==> config.mk <==
export PLATFORM = sky130hd
export DESIGN_NAME = isr_status
export DESIGN_NICKNAME = d
export VERILOG_FILES = /design/src/isr_pkg.sv /design/src/isr_status.sv
export SDC_FILE = /design/constraint.sdc
export NUM_CORES = 1
export LEC_CHECK = 0
export ABC_AREA = 1
export BUFFER_PORTS_ARGS = -buffer_cell sky130_fd_sc_hd__buf_4
export CORE_MARGIN = 4
export CORE_UTILIZATION = 49
export DETAILED_ROUTE_END_ITERATION = 16
export MAX_ROUTING_LAYER = met4
export PLACE_DENSITY_LB_ADDON = 0.08
export SETUP_SLACK_MARGIN = 0.2
export SLEW_MARGIN = 20
export SYNTH_ARGS = -nofsm -noshare
export SYNTH_HDL_FRONTEND = slang
export SYNTH_SLANG_ARGS = --single-unit
==> constraint.sdc <==
create_clock -name clock_i -period 2.4 [get_ports clock_i]
set_input_delay 0.48 -clock clock_i [delete_from_list [all_inputs] [get_ports clock_i]]
set_output_delay 0.48 -clock clock_i [all_outputs]
set_load 0.02 [all_outputs]
==> src/isr_pkg.sv <==
`default_nettype none
package isr_pkg;
  // Operation group bit positions
  localparam int OPER_CAL_BIT = 0;
  localparam int OPER_SWEEP_BIT = 3;
  localparam int OPER_AVG_BIT = 8;
  localparam int OPER_PROG_BIT = 14;
  localparam int DEV_FAN_BIT = 0;
  // Power group: overload at 2*n, trip at 2*n+1
  localparam int PWR_INPUTS = 3;
  localparam int FRQ_LO1_BIT = 0;
  localparam int FRQ_LO2_BIT = 1;
  localparam int FRQ_SYN_BIT = 2;
  localparam int FRQ_EXT_BIT = 3;
  localparam int FRQ_VCXO_BIT = 4;
  localparam int LIM_BITS = 8;
  // Status byte positions
  localparam int STB_DEV_BIT = 2;
  localparam int STB_QUESTIONABLE_SUMMARY_BIT_BIT = 3;
  localparam int STB_MAV_BIT = 4;
  localparam int STB_ESB_BIT = 5;
  localparam int STB_MSS_BIT = 6;
  localparam int STB_OPER_BIT = 7;
  // Reset values
  localparam logic [15:0] REG16_RST = 16'h0000;
  localparam logic [7:0] BYTE_RST = 8'h00;
  localparam logic [15:0] EN_RST = 16'h0000;
  // Enable register select codes
  localparam logic [2:0] EN_SEL_OPER = 3'h0;
  localparam logic [2:0] EN_SEL_DEV = 3'h1;
  localparam logic [2:0] EN_SEL_PWR = 3'h2;
  localparam logic [2:0] EN_SEL_FRQ = 3'h3;
  localparam logic [2:0] EN_SEL_LIM = 3'h4;
  localparam logic [2:0] EN_SEL_SRE = 3'h5;

  typedef enum logic {REQ_OFF = 1'b0, REQ_ON = 1'b1} isr_req_t;

  typedef struct packed {
    logic prog_run;
    logic sweeping;
    logic calibrating;
    logic fan_stopped;
    logic [2:0] overload;
    logic [2:0] tripped;
    logic [1:0] lo_unlock;
    logic synth_unlock;
    logic ext_ref;
    logic vcxo_unlock;
    logic [7:0] limit_fail;
  } isr_pins_t;

  typedef struct packed {
    logic cls;
    logic legacy_mode;
    logic request_enable_cmd;
    logic request_disable_cmd;
    logic query_rcv;
    logic resp_out;
    logic serial_poll;
    logic interp_wr;
    logic [7:0] interp_val;
  } isr_cmd_t;

  typedef struct packed {
    logic oper;
    logic dev;
    logic pwr;
    logic frq;
    logic lim;
  } isr_rd_t;

  typedef struct packed {
    logic wr;
    logic [2:0] sel;
    logic [15:0] data;
  } isr_en_wr_t;
endpackage
`default_nettype wire

==> src/isr_status.sv <==
//Function
//- Operation condition: program, sweep, calibrate bits only
//- Operation condition averaging bit reads zero
//- Operation events latch falling condition edges
//- Averaging completion sets operation event bit 8
//- Device condition bit 0 shows fan stopped
//- Power bits 0,2,4 show input overloads
//- Power bits 1,3,5 show protection trips
//- Power events latch rising condition edges
//- Frequency bits 0,1,2,4 show lock losses
//- Frequency bit 3 shows external reference
//- Frequency events latch rising condition edges
//- Limit bits: even first, odd second trace
//- Limit events latch rising condition edges
//- Legacy enable only reacts to new summary
//- Request disable stops summary requests in legacy mode only
//- Disable then enable drops pending request
//- Serial poll clears request; query leaves summary
//- Polled byte shows most recently stored value
//- Interpreter write immediate; internal on change only
//- Group masks gate only the summary bits, never the queue bit
//- Queue bit set on query, cleared on output
//- Query after interpreter write overrides polled byte
//- Clear-status leaves polled byte unless change
//- Group summary is OR of event AND enable
//- Events held until read or clear-status
//- Operation summary drives status bit 7
//- Device summary drives status bit 2
`default_nettype none
module isr_status
  import isr_pkg::*;
(
  input wire logic clock_i,
  input wire logic rst_i,
  input wire logic ce_i,
  input wire isr_pins_t pins_i,
  input wire logic avg_done_i,
  input wire logic esb_i,
  input wire logic questionable_summary_bit_i,
  input wire isr_cmd_t cmd_i,
  input wire isr_rd_t rd_i,
  input wire isr_en_wr_t en_wr_i,
  output logic [15:0] oper_cond_o,
  output logic [15:0] oper_evt_o,
  output logic [15:0] dev_cond_o,
  output logic [15:0] dev_evt_o,
  output logic [15:0] pwr_cond_o,
  output logic [15:0] pwr_evt_o,
  output logic [15:0] frq_cond_o,
  output logic [15:0] frq_evt_o,
  output logic [7:0] lim_cond_o,
  output logic [7:0] lim_evt_o,
  output logic [2:0] grp_sum_o,
  output logic [7:0] stb_o,
  output logic [7:0] polled_o,
  output logic srq_o
);
  isr_pins_t pins_s1_reg;
  isr_pins_t pins_s2_reg;
  logic [15:0] oper_cond_reg, oper_cond_next;
  logic [15:0] dev_cond_reg, dev_cond_next;
  logic [15:0] pwr_cond_reg, pwr_cond_next;
  logic [15:0] frq_cond_reg, frq_cond_next;
  logic [7:0] lim_cond_reg, lim_cond_next;
  logic [15:0] oper_evt_reg, dev_evt_reg, pwr_evt_reg, frq_evt_reg;
  logic [7:0] lim_evt_reg;
  logic [15:0] oper_en_reg, dev_en_reg, pwr_en_reg, frq_en_reg, lim_en_reg;
  logic [7:0] sre_reg;
  logic [15:0] oper_set, dev_set, pwr_set, frq_set;
  logic [7:0] lim_set;
  logic [2:0] grp_sum_reg;
  logic mav_reg;
  logic [7:0] stb_reg, stb_next;
  logic [7:0] polled_reg, polled_next;
  logic stb_changed, mss_rise;
  isr_req_t req_reg;

  function automatic logic summary(input logic [15:0] evt,
                                   input logic [15:0] en);
    summary = |(evt & en);
  endfunction

  function automatic logic [15:0] rising(input logic [15:0] now,
                                         input logic [15:0] was);
    rising = now & ~was;
  endfunction

  function automatic logic [15:0] event_next(input logic [15:0] evt,
                                             input logic [15:0] set,
                                             input logic clr);
    event_next = (clr ? REG16_RST : evt) | set;
  endfunction

  // Pins are asynchronous to clock_i
  always_ff @(posedge clock_i) begin
    if (rst_i) begin
      pins_s1_reg <= '0;
      pins_s2_reg <= '0;
    end else if (ce_i) begin
      pins_s1_reg <= pins_i;
      pins_s2_reg <= pins_s1_reg;
    end
  end

  always_comb begin
    oper_cond_next = REG16_RST;
    oper_cond_next[OPER_PROG_BIT] = pins_s2_reg.prog_run;
    oper_cond_next[OPER_SWEEP_BIT] = pins_s2_reg.sweeping;
    oper_cond_next[OPER_CAL_BIT] = pins_s2_reg.calibrating;
    // Averaging has no condition source
    dev_cond_next = REG16_RST;
    dev_cond_next[DEV_FAN_BIT] = pins_s2_reg.fan_stopped;
    pwr_cond_next = REG16_RST;
    for (int i = 0; i < PWR_INPUTS; i++) begin
      pwr_cond_next[2 * i] = pins_s2_reg.overload[i];
      pwr_cond_next[2 * i + 1] = pins_s2_reg.tripped[i];
    end
    frq_cond_next = REG16_RST;
    frq_cond_next[FRQ_LO1_BIT] = pins_s2_reg.lo_unlock[0];
    frq_cond_next[FRQ_LO2_BIT] = pins_s2_reg.lo_unlock[1];
    frq_cond_next[FRQ_SYN_BIT] = pins_s2_reg.synth_unlock;
    frq_cond_next[FRQ_EXT_BIT] = pins_s2_reg.ext_ref;
    frq_cond_next[FRQ_VCXO_BIT] = pins_s2_reg.vcxo_unlock;
    lim_cond_next = pins_s2_reg.limit_fail;
  end

  always_ff @(posedge clock_i) begin
    if (rst_i) begin
      oper_cond_reg <= REG16_RST;
      dev_cond_reg <= REG16_RST;
      pwr_cond_reg <= REG16_RST;
      frq_cond_reg <= REG16_RST;
      lim_cond_reg <= BYTE_RST;
    end else if (ce_i) begin
      oper_cond_reg <= oper_cond_next;
      dev_cond_reg <= dev_cond_next;
      pwr_cond_reg <= pwr_cond_next;
      frq_cond_reg <= frq_cond_next;
      lim_cond_reg <= lim_cond_next;
    end
  end

  always_comb begin
    oper_set = rising(oper_cond_reg, oper_cond_next);
    oper_set[OPER_AVG_BIT] = avg_done_i;
    dev_set = rising(dev_cond_next, dev_cond_reg);
    pwr_set = rising(pwr_cond_next, pwr_cond_reg);
    frq_set = rising(frq_cond_next, frq_cond_reg);
    lim_set = 8'(rising({8'h00, lim_cond_next},
                        {8'h00, lim_cond_reg}));
  end

  // New edges win over a read or clear in the same cycle
  always_ff @(posedge clock_i) begin
    if (rst_i) begin
      oper_evt_reg <= REG16_RST;
      dev_evt_reg <= REG16_RST;
      pwr_evt_reg <= REG16_RST;
      frq_evt_reg <= REG16_RST;
      lim_evt_reg <= BYTE_RST;
    end else if (ce_i) begin
      oper_evt_reg <= event_next(oper_evt_reg, oper_set,
                                 rd_i.oper | cmd_i.cls);
      dev_evt_reg <= event_next(dev_evt_reg, dev_set,
                                rd_i.dev | cmd_i.cls);
      pwr_evt_reg <= event_next(pwr_evt_reg, pwr_set,
                                rd_i.pwr | cmd_i.cls);
      frq_evt_reg <= event_next(frq_evt_reg, frq_set,
                                rd_i.frq | cmd_i.cls);
      lim_evt_reg <= 8'(event_next({8'h00, lim_evt_reg}, {8'h00, lim_set},
                                   rd_i.lim | cmd_i.cls));
    end
  end

  always_ff @(posedge clock_i) begin
    if (rst_i) begin
      oper_en_reg <= EN_RST;
      dev_en_reg <= EN_RST;
      pwr_en_reg <= EN_RST;
      frq_en_reg <= EN_RST;
      lim_en_reg <= EN_RST;
      sre_reg <= BYTE_RST;
    end else if (ce_i && en_wr_i.wr) begin
      unique case (en_wr_i.sel)
        EN_SEL_OPER: oper_en_reg <= en_wr_i.data;
        EN_SEL_DEV: dev_en_reg <= en_wr_i.data;
        EN_SEL_PWR: pwr_en_reg <= en_wr_i.data;
        EN_SEL_FRQ: frq_en_reg <= en_wr_i.data;
        EN_SEL_LIM: lim_en_reg <= en_wr_i.data;
        EN_SEL_SRE: sre_reg <= en_wr_i.data[7:0];
        default: ;
      endcase
    end
  end

  always_ff @(posedge clock_i) begin
    if (rst_i) begin
      grp_sum_reg <= 3'h0;
    end else if (ce_i) begin
      grp_sum_reg <= {summary(pwr_evt_reg, pwr_en_reg),
                      summary(frq_evt_reg, frq_en_reg),
                      summary({8'h00, lim_evt_reg}, lim_en_reg)};
    end
  end

  // Queue bit is set on a query; a query while it is already set yields no change
  always_ff @(posedge clock_i) begin
    if (rst_i) begin
      mav_reg <= 1'b0;
    end else if (ce_i) begin
      if (cmd_i.query_rcv) begin
        mav_reg <= 1'b1;
      end else if (cmd_i.resp_out) begin
        mav_reg <= 1'b0;
      end
    end
  end

  always_comb begin
    stb_next = BYTE_RST;
    stb_next[STB_OPER_BIT] = summary(oper_evt_reg, oper_en_reg);
    stb_next[STB_DEV_BIT] = summary(dev_evt_reg, dev_en_reg);
    stb_next[STB_ESB_BIT] = esb_i;
    stb_next[STB_QUESTIONABLE_SUMMARY_BIT_BIT] = questionable_summary_bit_i;
    // Not behind any group mask
    stb_next[STB_MAV_BIT] = mav_reg;
    stb_next[STB_MSS_BIT] = |(stb_next & sre_reg);
  end

  always_ff @(posedge clock_i) begin
    if (rst_i) begin
      stb_reg <= BYTE_RST;
    end else if (ce_i) begin
      stb_reg <= stb_next;
    end
  end

  assign stb_changed = stb_next != stb_reg;
  assign mss_rise = stb_next[STB_MSS_BIT] & ~stb_reg[STB_MSS_BIT];

  // Request state only moves in legacy mode
  always_ff @(posedge clock_i) begin
    if (rst_i) begin
      req_reg <= REQ_ON;
    end else if (ce_i && cmd_i.legacy_mode) begin
      if (cmd_i.request_disable_cmd) begin
        req_reg <= REQ_OFF;
      end else if (cmd_i.request_enable_cmd) begin
        req_reg <= REQ_ON;
      end
    end
  end

  always_comb begin
    polled_next = polled_reg;
    if (cmd_i.interp_wr) begin
      polled_next = cmd_i.interp_val;
    end else if (stb_changed) begin
      // Any internal change overrides an unpolled stored value
      polled_next = stb_next;
      polled_next[STB_MSS_BIT] = polled_reg[STB_MSS_BIT];
    end
    if (cmd_i.serial_poll) begin
      polled_next[STB_MSS_BIT] = 1'b0;
    end
    if (cmd_i.legacy_mode && cmd_i.request_disable_cmd) begin
      polled_next[STB_MSS_BIT] = 1'b0;
    end
    // Only a fresh summary or an interpreter write raises the request
    if (mss_rise && (req_reg == REQ_ON || !cmd_i.legacy_mode) &&
        !(cmd_i.legacy_mode && cmd_i.request_disable_cmd)) begin
      polled_next[STB_MSS_BIT] = 1'b1;
    end
  end

  always_ff @(posedge clock_i) begin
    if (rst_i) begin
      polled_reg <= BYTE_RST;
    end else if (ce_i) begin
      polled_reg <= polled_next;
    end
  end

  assign oper_cond_o = oper_cond_reg;
  assign oper_evt_o = oper_evt_reg;
  assign dev_cond_o = dev_cond_reg;
  assign dev_evt_o = dev_evt_reg;
  assign pwr_cond_o = pwr_cond_reg;
  assign pwr_evt_o = pwr_evt_reg;
  assign frq_cond_o = frq_cond_reg;
  assign frq_evt_o = frq_evt_reg;
  assign lim_cond_o = lim_cond_reg;
  assign lim_evt_o = lim_evt_reg;
  assign grp_sum_o = grp_sum_reg;
  assign stb_o = stb_reg;
  assign polled_o = polled_reg;
  assign srq_o = polled_reg[STB_MSS_BIT];

  // Checking helpers
  logic [15:0] pwr_rise_chk;
  logic [7:0] lim_rise_chk;
  logic [15:0] frq_rise_chk;
  logic [15:0] oper_hold_chk;
  assign pwr_rise_chk = pwr_cond_next & ~pwr_cond_reg;
  assign lim_rise_chk = lim_cond_next & ~lim_cond_reg;
  assign frq_rise_chk = frq_cond_next & ~frq_cond_reg;
  assign oper_hold_chk = oper_evt_reg;
endmodule // isr_status
`default_nettype wire

After elaboration in Yosys (flattened, before gate mapping)
Index checks and enable logic that the tools add are counted.
{"block": "totals", "reg_bits": 248, "in_bits": 70, "elab_cells": 121}
{"block": "op_classes", "n_eq_ne": 6, "mux": 14, "n_bitwise": 28, "n_reduce_logical": 29}
{"operator": "16-bit OR reduction", "count": 5}
{"operator": "16-bit bitwise AND", "count": 4}
{"operator": "16-bit two-way mux", "count": 4}
{"operator": "16-bit OR", "count": 4}
{"operator": "8-bit two-way mux", "count": 3}
{"operator": "2-bit AND reduction", "count": 10}
{"operator": "1-bit by 16-bit bitwise AND with 16-bit output", "count": 1}
{"operator": "15-bit by 16-bit bitwise AND with 16-bit output", "count": 1}
{"operator": "5-bit by 16-bit bitwise AND with 16-bit output", "count": 1}
{"operator": "6-bit by 16-bit bitwise AND with 16-bit output", "count": 1}
{"operator": "8-bit by 16-bit bitwise AND with 16-bit output", "count": 1}
{"operator": "8-bit bitwise AND", "count": 2}
{"operator": "1-bit inverter with 16-bit output", "count": 1}
{"operator": "15-bit inverter with 16-bit output", "count": 1}
{"operator": "5-bit inverter with 16-bit output", "count": 1}
{"operator": "6-bit inverter with 16-bit output", "count": 1}
{"operator": "8-bit inverter", "count": 1}
{"operator": "8-bit OR", "count": 1}
{"operator": "8-bit OR reduction", "count": 1}
{"operator": "1-bit two-way mux", "count": 7}
{"operator": "3-bit by 2-bit == test with 1-bit output (second input constant)", "count": 2}
{"operator": "3-bit == test (second input constant)", "count": 2}
{"operator": "6-bit != test", "count": 1}
{"operator": "2-bit nonzero test", "count": 3}
{"operator": "9 further kinds", "count": 18}

Depth between registers and ports, before layout
Gate-level depths: netlist of run 1.
{"block": "logic_depth", "word_depth": 10, "ltp_mapped": 16}

Worst setup path before layout of run 1
OpenSTA, ideal clock, no wires.
{"block": "synth_timing", "kind": "flip-flop to flip-flop", "start": "register oper_evt_reg[3] (netlist: oper_evt_o[3])", "end": "register polled_reg[2] (netlist: polled_o[2])", "setup_time_ps": 115, "t_arrival_ps": 1780, "required_ps": 2285, "path_slack_ps": 505, "stages_incl_launch_ff": 16, "period_less_slack_ps": 1895, "path_cell_list": "dfxtp_1 > nand2_1 > nand2_2 > nor2_4 > nor2_1 > nor2_1 > inv_1 > ha_1 > inv_1 > nor2_1 > nand4_1 > nor2_2 > nand2_2 > buf_6 > a21oi_1 > nor2_1"}
{"block": "synth_between", "elab_chain_len": 7}
{"item": "start, declared", "line_no": "isr_status.sv:65", "rtl": "logic [15:0] oper_evt_reg, dev_evt_reg, pwr_evt_reg, frq_evt_reg;"}
{"item": "start signal, assigned", "line_no": "isr_status.sv:162", "rtl": "oper_evt_reg <= event_next(oper_evt_reg, oper_set,"}
{"item": "16-bit bitwise AND", "line_no": "isr_status.sv:80", "rtl": "summary = |(evt & en);"}
{"item": "16-bit OR reduction", "line_no": "isr_status.sv:80"}
{"item": "8-bit bitwise AND", "line_no": "isr_status.sv:227", "rtl": "stb_next[STB_MSS_BIT] = |(stb_next & sre_reg);"}
{"item": "8-bit OR reduction", "line_no": "isr_status.sv:227"}
{"item": "via stb_next[6]", "line_no": "isr_status.sv:73", "rtl": "logic [7:0] stb_reg, stb_next;"}
{"item": "6-bit != test", "line_no": "isr_status.sv:238", "rtl": "assign stb_changed = stb_next != stb_reg;"}
{"item": "2-bit nonzero test (no line)"}
{"item": "2-bit AND reduction (no line)"}
{"item": "end signal, assigned", "line_no": "isr_status.sv:280", "rtl": "polled_reg <= polled_next;"}
{"item": "end, declared", "line_no": "isr_status.sv:74", "rtl": "logic [7:0] polled_reg, polled_next;"}
The timed path passes the listed nets, and every way through them passes these cells.
A chain may end at the register's enable or synchronous reset.

Worst setup path after layout of run 1
{"block": "layout_timing", "start": "register oper_evt_reg[8] (netlist: oper_evt_o[8])", "end": "register polled_reg[5] (netlist: polled_o[5])"}
The elaborated chain is that of the path after synthesis.

==> flow_metrics.env, run 1 <==
export IMPL_status="finished clean"
export IMPL_io_pins=234
export IMPL_dominantRegCellSynth="dfxtp_1"
export IMPL_min_path_cells=3
export IMPL_syn_to_final_growth_pct=21.5
export IMPL_crit_path_start_kind="register"
export IMPL_hold_class="in2reg"
export IMPL_fp_row_count=40
export IMPL_grt_ovfl_total=0
export IMPL_stdcell_area_mm2=0.00749
export IMPL_port_buffers=128
export IMPL_synthArstFlopShare_pct=0
export IMPL_first_pass_iters=5
export IMPL_clock_latency_ns=0.42
export IMPL_die_area_mm2=0.0144
export IMPL_clock_path_buffers=2
export IMPL_layout_min_cycle_time_ns=1.97
export IMPL_timing_max_cap_violations=0
export IMPL_finalCritPeriodShare_pct=82.0
export IMPL_synthTopCellsByArea="dfxtp_1, buf_4, nor2_1, o21ai_0, nand2_1"
export IMPL_max_slew_worst_pin_slew_ns=0.563
export IMPL_ir_drop_mv=0.544
export IMPL_crit_reg2reg_launch="oper_evt_o[8]$_SDFFE_PP0P_"
export IMPL_synth_top_area_share_pct=45.8
export IMPL_relSlewSlack_pct=62.0
export IMPL_antenna_found_initial=0
export IMPL_min_to="pins_s1_reg[19]$_SDFFE_PP0P_"
export IMPL_synth_warnings=0
export IMPL_postRouteAntennaNets=0
export IMPL_largest_register_ffs=23
export IMPL_utilization_pct=61.6
export IMPL_cts_hold_buffers=0
export IMPL_crit_top_cell="nor2_1"
export IMPL_wl_per_cell_um=13.5
export IMPL_critPathRequiredTime_ns=2.70
export IMPL_cp_end_kind="register"
export IMPL_cpMaxStageDelayCell="dfxtp_1"
export IMPL_numCtsBuffers=17
export IMPL_synth_cells=807
export IMPL_grt_total_usage_pct=20.8
export IMPL_vias_per_cell=4.71
export IMPL_path_class="reg2reg"
export IMPL_grt_pass1_vias=4629
export IMPL_whs_ns=0.285
export IMPL_ys_seq_elements=141
export IMPL_hold_violations=0
export IMPL_avgSynthCellArea_um2=7.64
export IMPL_start_util_pct=50.7
export IMPL_synth_edf_count=0
export IMPL_cts_sinks=141
export IMPL_drt_total_wl_mm=14.9
export IMPL_synth_area_leader_cell="dfxtp_1"
export IMPL_first_iter_violations=335
export IMPL_r2r_slack_ns=0.43
export IMPL_route_detailed_drc=0
export IMPL_dp_hpwl_mm=10.6
export IMPL_layout_common_cells="nor2_1, dfxtp_1, buf_4"
export IMPL_die_w_um=120
export IMPL_arrival_ns=2.27
export IMPL_clkTransAtPathRegs_ns=0.06
export IMPL_leakagePower_nw=3.41
export IMPL_die_h_um=120
export IMPL_num_vias=5210
export IMPL_drv_slew=0
export IMPL_rsz0062_at_grt="false"
export IMPL_finalSetupViolCount=0
export IMPL_nets=996
export IMPL_p_per_area_mw_per_mm2=807
export IMPL_root_buffer="clkbuf_16"
export IMPL_core_area_mm2=0.0122
export IMPL_h_tree_depth=4
export IMPL_grt_pass1_wl_mm=23.2
export IMPL_path_max_fanout=7
export IMPL_crit_path_max_incr_delay_ns=0.32
export IMPL_antenna_cells=0
export IMPL_cts_tree="built"
export IMPL_layout_setup_ws_ns=0.432
export IMPL_gp_congestion=0.862
export IMPL_worstHoldStart="pins_i[19]"
export IMPL_grt_max_degree=57
export IMPL_path_cells="nand2_1, nand2_1, nor2_4, nor2_1, nor2_1, inv_1, ha_1, inv_1, nor2_2, nand4_1, nor2_4, nand2_4, a21oi_1, nor2_1"
export IMPL_fmax_mhz=508
export IMPL_final_common_cell="nor2_1"
export IMPL_pre_cts_slack_ns=0.280
export IMPL_fin_cells=1106
export IMPL_p_total_mw=6.04
export IMPL_synth_seq_area_share_pct=45.8
export IMPL_setup_tns_ns=0
export IMPL_skew_ns=0.00465
export IMPL_place_area_mm2=0.00681
export IMPL_drive_gt1_share_pct=22.4
export IMPL_syn_area_mm2=0.00617
export IMPL_reg2reg_depth=14
export IMPL_dp_cells=1071
export IMPL_timing_rr_end="polled_o[5]$_SDFFE_PP0P_"
export IMPL_synth_cell_types=33
-- repair_timing --
| item | 4_1_cts | 5_1_grt |
|---|---|---|
| resized for setup | 0 | 4 |
| setup endpoints to repair | 0 | 7 |
| buffers inserted | 0 | 2 |
| endpoints found under the hold margin | 0 | 0 |
-- layer usage --
layer	up-vias	wire length (µm)	GRT usage, %
met4	0	238	7.73
li1	2632	-	-
met2	199	7270	32.6
met1	2363	6330	25.9
met3	16	1070	5.33
met5	-	0	-
-- layout make-up --
| type | instances | area, µm² |
|---|---|---|
| Inverter | 27 | 101 |
| Multi-Input combinational cell | 600 | 2680 |
| Sequential cell | 141 | 2820 |
| Timing Repair Buffer | 138 | 1040 |
| Clock buffer | 23 | 488 |
| Tap cell | 168 | 210 |
| Fill cell | 1131 | 4670 |
| Clock inverter | 9 | 158 |
-- report_power, final --
part | total (mW) | leakage (nW) | internal, mW | switching, mW
logic | 0.711 | 1.95 | 0.242 | 0.469
clock network | 2.80 | 0.310 | 1.85 | 0.952
registers | 2.53 | 1.16 | 2.46 | 0.0708
total | 6.04 | 3.41 | 4.55 | 1.49
-- synth_stat cells (all sizes together), types with 2 or more instances --
library cell  number
nor3               2
inv               27
a21oi             72
a22o               4
nand3             13
dfxtp            141
nand2            115
a221oi             2
or2               20
nor2             172
buf              117
o21ai             90
nand4              2
clkbuf            21
-- critical path, delay by kind of cell, from the launching register on --
kind	cells	cell delay, ns
and+or+nand+nor	10	1.00
DFF	1	0.32
AOI/OAI and AO/OA	1	0.15
buffers and inverters	2	0.10
adders and majority gates	1	0.27
-- kinds of logic after synthesis --
| logic type | after synthesis | share of synthesized area, % |
|---|---|---|
| adder cells (fa/ha/maj) | 1 | 0.203 |
| other | 1 | 0.0608 |
| AND/OR/NAND/NOR | 324 | 21.7 |
| flip-flops | 141 | 45.8 |
| buffers and inverters | 165 | 17.2 |
| multiplexers | 1 | 0.162 |
| AO/OA/AOI/OAI | 174 | 14.9 |
-- worst max-delay path by stage --
stage                                           from                  endpoint  cells past startpoint  slack, ns
after floorplan           oper_evt_o[3]$_SDFFE_PP0P_  polled_o[2]$_SDFFE_PP0P_                     15       0.51
after global placement    questionable_summary_bit_i  polled_o[3]$_SDFFE_PP0P_                     13       0.35
after detailed placement  questionable_summary_bit_i  polled_o[5]$_SDFFE_PP0P_                     13       0.28
after CTS                 oper_evt_o[3]$_SDFFE_PP0P_  polled_o[5]$_SDFFE_PP0P_                     14       0.35
after global routing      oper_evt_o[8]$_SDFFE_PP0P_  polled_o[5]$_SDFFE_PP0P_                     15       0.20
final                     oper_evt_o[8]$_SDFFE_PP0P_  polled_o[5]$_SDFFE_PP0P_                     14       0.43
(Power assumes the default switching activity.)
==> inputs of run 2 (changes only) <==
==> constraint.sdc (replaced) <==
create_clock -name clock_i -period 1.99 [get_ports clock_i]
set_input_delay 0.398 -clock clock_i [delete_from_list [all_inputs] [get_ports clock_i]]
set_output_delay 0.398 -clock clock_i [all_outputs]
set_load 0.02 [all_outputs]
==> run 2 against run 1 <==
Net effect: power increased by 19%; die area is the same; routed wire length increased by 2.7%.
==> flow_metrics.env, run 2 (synthesis results as in run 1) <==
export IMPL_status="finished clean"
export IMPL_crit_path_end="polled_o[1]$_SDFFE_PP0P_"
export IMPL_clock_latency_ns=0.41
export IMPL_postRouteAntennaNets=0
export IMPL_grt_pass1_vias=4673
export IMPL_drv_slew=0
export IMPL_startpoint="oper_evt_o[14]$_SDFFE_PP0P_"
export IMPL_cp_end_kind="register"
export IMPL_h_tree_depth=4
export IMPL_rsz0062_at_grt="true"
export IMPL_grt_total_usage_pct=21.1
export IMPL_path_max_fanout=7
export IMPL_layout_min_cycle_time_ns=1.90
export IMPL_root_buffer="clkbuf_16"
export IMPL_drive_gt1_share_pct=24.7
export IMPL_antenna_found_initial=0
export IMPL_port_buffers=128
export IMPL_critical_path_buf_inv_count=2
export IMPL_syn_to_final_growth_pct=23.1
export IMPL_final_common_cell="nor2_1"
export IMPL_p_per_area_mw_per_mm2=945
export IMPL_wl_per_cell_um=13.8
export IMPL_cpMaxStageDelayCell="dfxtp_4"
export IMPL_critPathRequiredTime_ns=2.30
export IMPL_crit_cells=14
export IMPL_die_w_um=120
export IMPL_core_area_mm2=0.0122
export IMPL_vias_per_cell=4.74
export IMPL_ir_drop_mv=0.595
export IMPL_crit_reg2reg_launch="oper_evt_o[14]$_SDFFE_PP0P_"
export IMPL_grt_pass1_wl_mm=23.6
export IMPL_relSlewSlack_pct=58.8
export IMPL_start_util_pct=50.7
export IMPL_path_class="reg2reg"
export IMPL_reg2reg_depth=14
export IMPL_fp_row_count=40
export IMPL_timing_max_cap_violations=0
export IMPL_skew_ns=0.00440
export IMPL_die_h_um=120
export IMPL_drt_total_wl_mm=15.3
export IMPL_nets=1000
export IMPL_fmax_mhz=527
export IMPL_finalSetupViolCount=0
export IMPL_dp_hpwl_mm=11.0
export IMPL_die_area_mm2=0.0144
export IMPL_max_slew_worst_pin_slew_ns=0.612
export IMPL_p_total_mw=7.17
export IMPL_finalCritPeriodShare_pct=95.4
export IMPL_r2r_slack_ns=0.09
export IMPL_first_pass_iters=5
export IMPL_cts_tree="built"
export IMPL_clkTransAtPathRegs_ns=0.06
export IMPL_critPathTopFamily="simple AND/OR/NAND/NOR gates"
export IMPL_first_iter_violations=328
export IMPL_crit_path_start_kind="register"
export IMPL_path_cells="nand2_4, nand2_4, nor2_4, nor2_2, nor2_1, inv_1, ha_1, inv_1, nor2_1, nand4_1, nor2_4, nand2_4, a21oi_2, nor2_1"
export IMPL_grt_ovfl_total=0
export IMPL_whs_ns=0.205
export IMPL_io_pins=234
export IMPL_grt_max_degree=69
export IMPL_largest_register_ffs=23
export IMPL_cts_sinks=141
export IMPL_timing_rr_end="polled_o[1]$_SDFFE_PP0P_"
export IMPL_hold_class="in2reg"
export IMPL_layout_common_cells="nor2_1, buf_4, dfxtp_1"
export IMPL_route_detailed_drc=0
export IMPL_gp_congestion=0.879
export IMPL_numCtsBuffers=17
export IMPL_crit_path_max_incr_delay_ns=0.35
export IMPL_leakagePower_nw=3.50
export IMPL_clock_path_buffers=2
export IMPL_hold_violations=0
export IMPL_arrival_ns=2.21
export IMPL_num_vias=5265
export IMPL_antenna_cells=0
run 2: cell types whose count changed in the layout (fill, tap and decap cells not counted), moves of 3 or more:
| cell | previous run | this run |
|---|---|---|
| dfxtp_1 | 141 | 134 |
| dfxtp_2 | 0 | 5 |
| nand2_1 | 110 | 105 |
| a21oi_1 | 69 | 65 |
| a21oi_2 | 3 | 7 |
| nand2_4 | 2 | 6 |
| clkbuf_8 | 4 | 7 |
run 2: worst min path at each step:
stage / endpoint / depth (start not counted) / startpoint
global placement: sre_reg[7]$_SDFFE_PP0P_ / 2 / sre_reg[7]$_SDFFE_PP0P_
global route: pins_s1_reg[10]$_SDFFE_PP0P_ / 3 / pins_i[10]
finish: pins_s1_reg[10]$_SDFFE_PP0P_ / 3 / pins_i[10]
CTS: pins_s1_reg[9]$_SDFFE_PP0P_ / 3 / pins_i[9]
floorplan: sre_reg[7]$_SDFFE_PP0P_ / 2 / sre_reg[7]$_SDFFE_PP0P_
detailed placement: sre_reg[7]$_SDFFE_PP0P_ / 2 / sre_reg[7]$_SDFFE_PP0P_
run 2: area by class of cell:
type	instances	area, µm²
clock buffer	24	522
clock inverter	8	101
fill	1122	4570
inverter	27	101
multi-input combinational	600	2730
sequential	141	2840
tap	168	210
timing repair buffer	142	1090
run 2: metrics by stage:
step | worst slack, ns | instance area, µm² | setup TNS, ns | cells | util, %
2_1_floorplan | 0.190 | 6570 | 0 | 905 | -
3_3_place_gp | 0.0392 | 6890 | 0 | 1074 | 56.6
6_report | 0.0924 | 7590 | 0 | 1110 | 62.4
3_5_place_dp | 0.00824 | 6890 | 0 | 1074 | 56.6
5_1_grt | -0.0311 | 7590 | -0.134 | 1110 | 62.4
4_1_cts | 0.113 | 7520 | 0 | 1106 | 61.8
run 2: worst register-to-register path: stages (launching register included):
cell and delay, ns:
dfxtp_4 0.35, nand2_4 0.06, nand2_4 0.05, nor2_4 0.11
nor2_2 0.04, nor2_1 0.08, inv_1 0.06, ha_1 0.27
inv_1 0.03, nor2_1 0.07, nand4_1 0.13, nor2_4 0.18
nand2_4 0.13, a21oi_2 0.16, nor2_1 0.05
run 2: timing repair:
action	CTS	global route
buffers inserted	0	3
pin swaps	1	6
endpoints found under the setup margin	7	7
cloned	0	1
hold buffers	0	0
resized for setup	1	12
run 2: per-layer routing:
layer  share of wire, %  track usage (%)  vias up
met2                 47             32.4      206
met3                8.4             5.89       18
met4                1.8             7.87        0
met1                 42             26.7     2392
met5                  0                -        -
li1                   -                -     2649
run 2: where the power goes:
part           switching (mW)  internal [mW]
sequential             0.0887           2.96
clock                    1.15           2.08
combinational           0.577          0.305
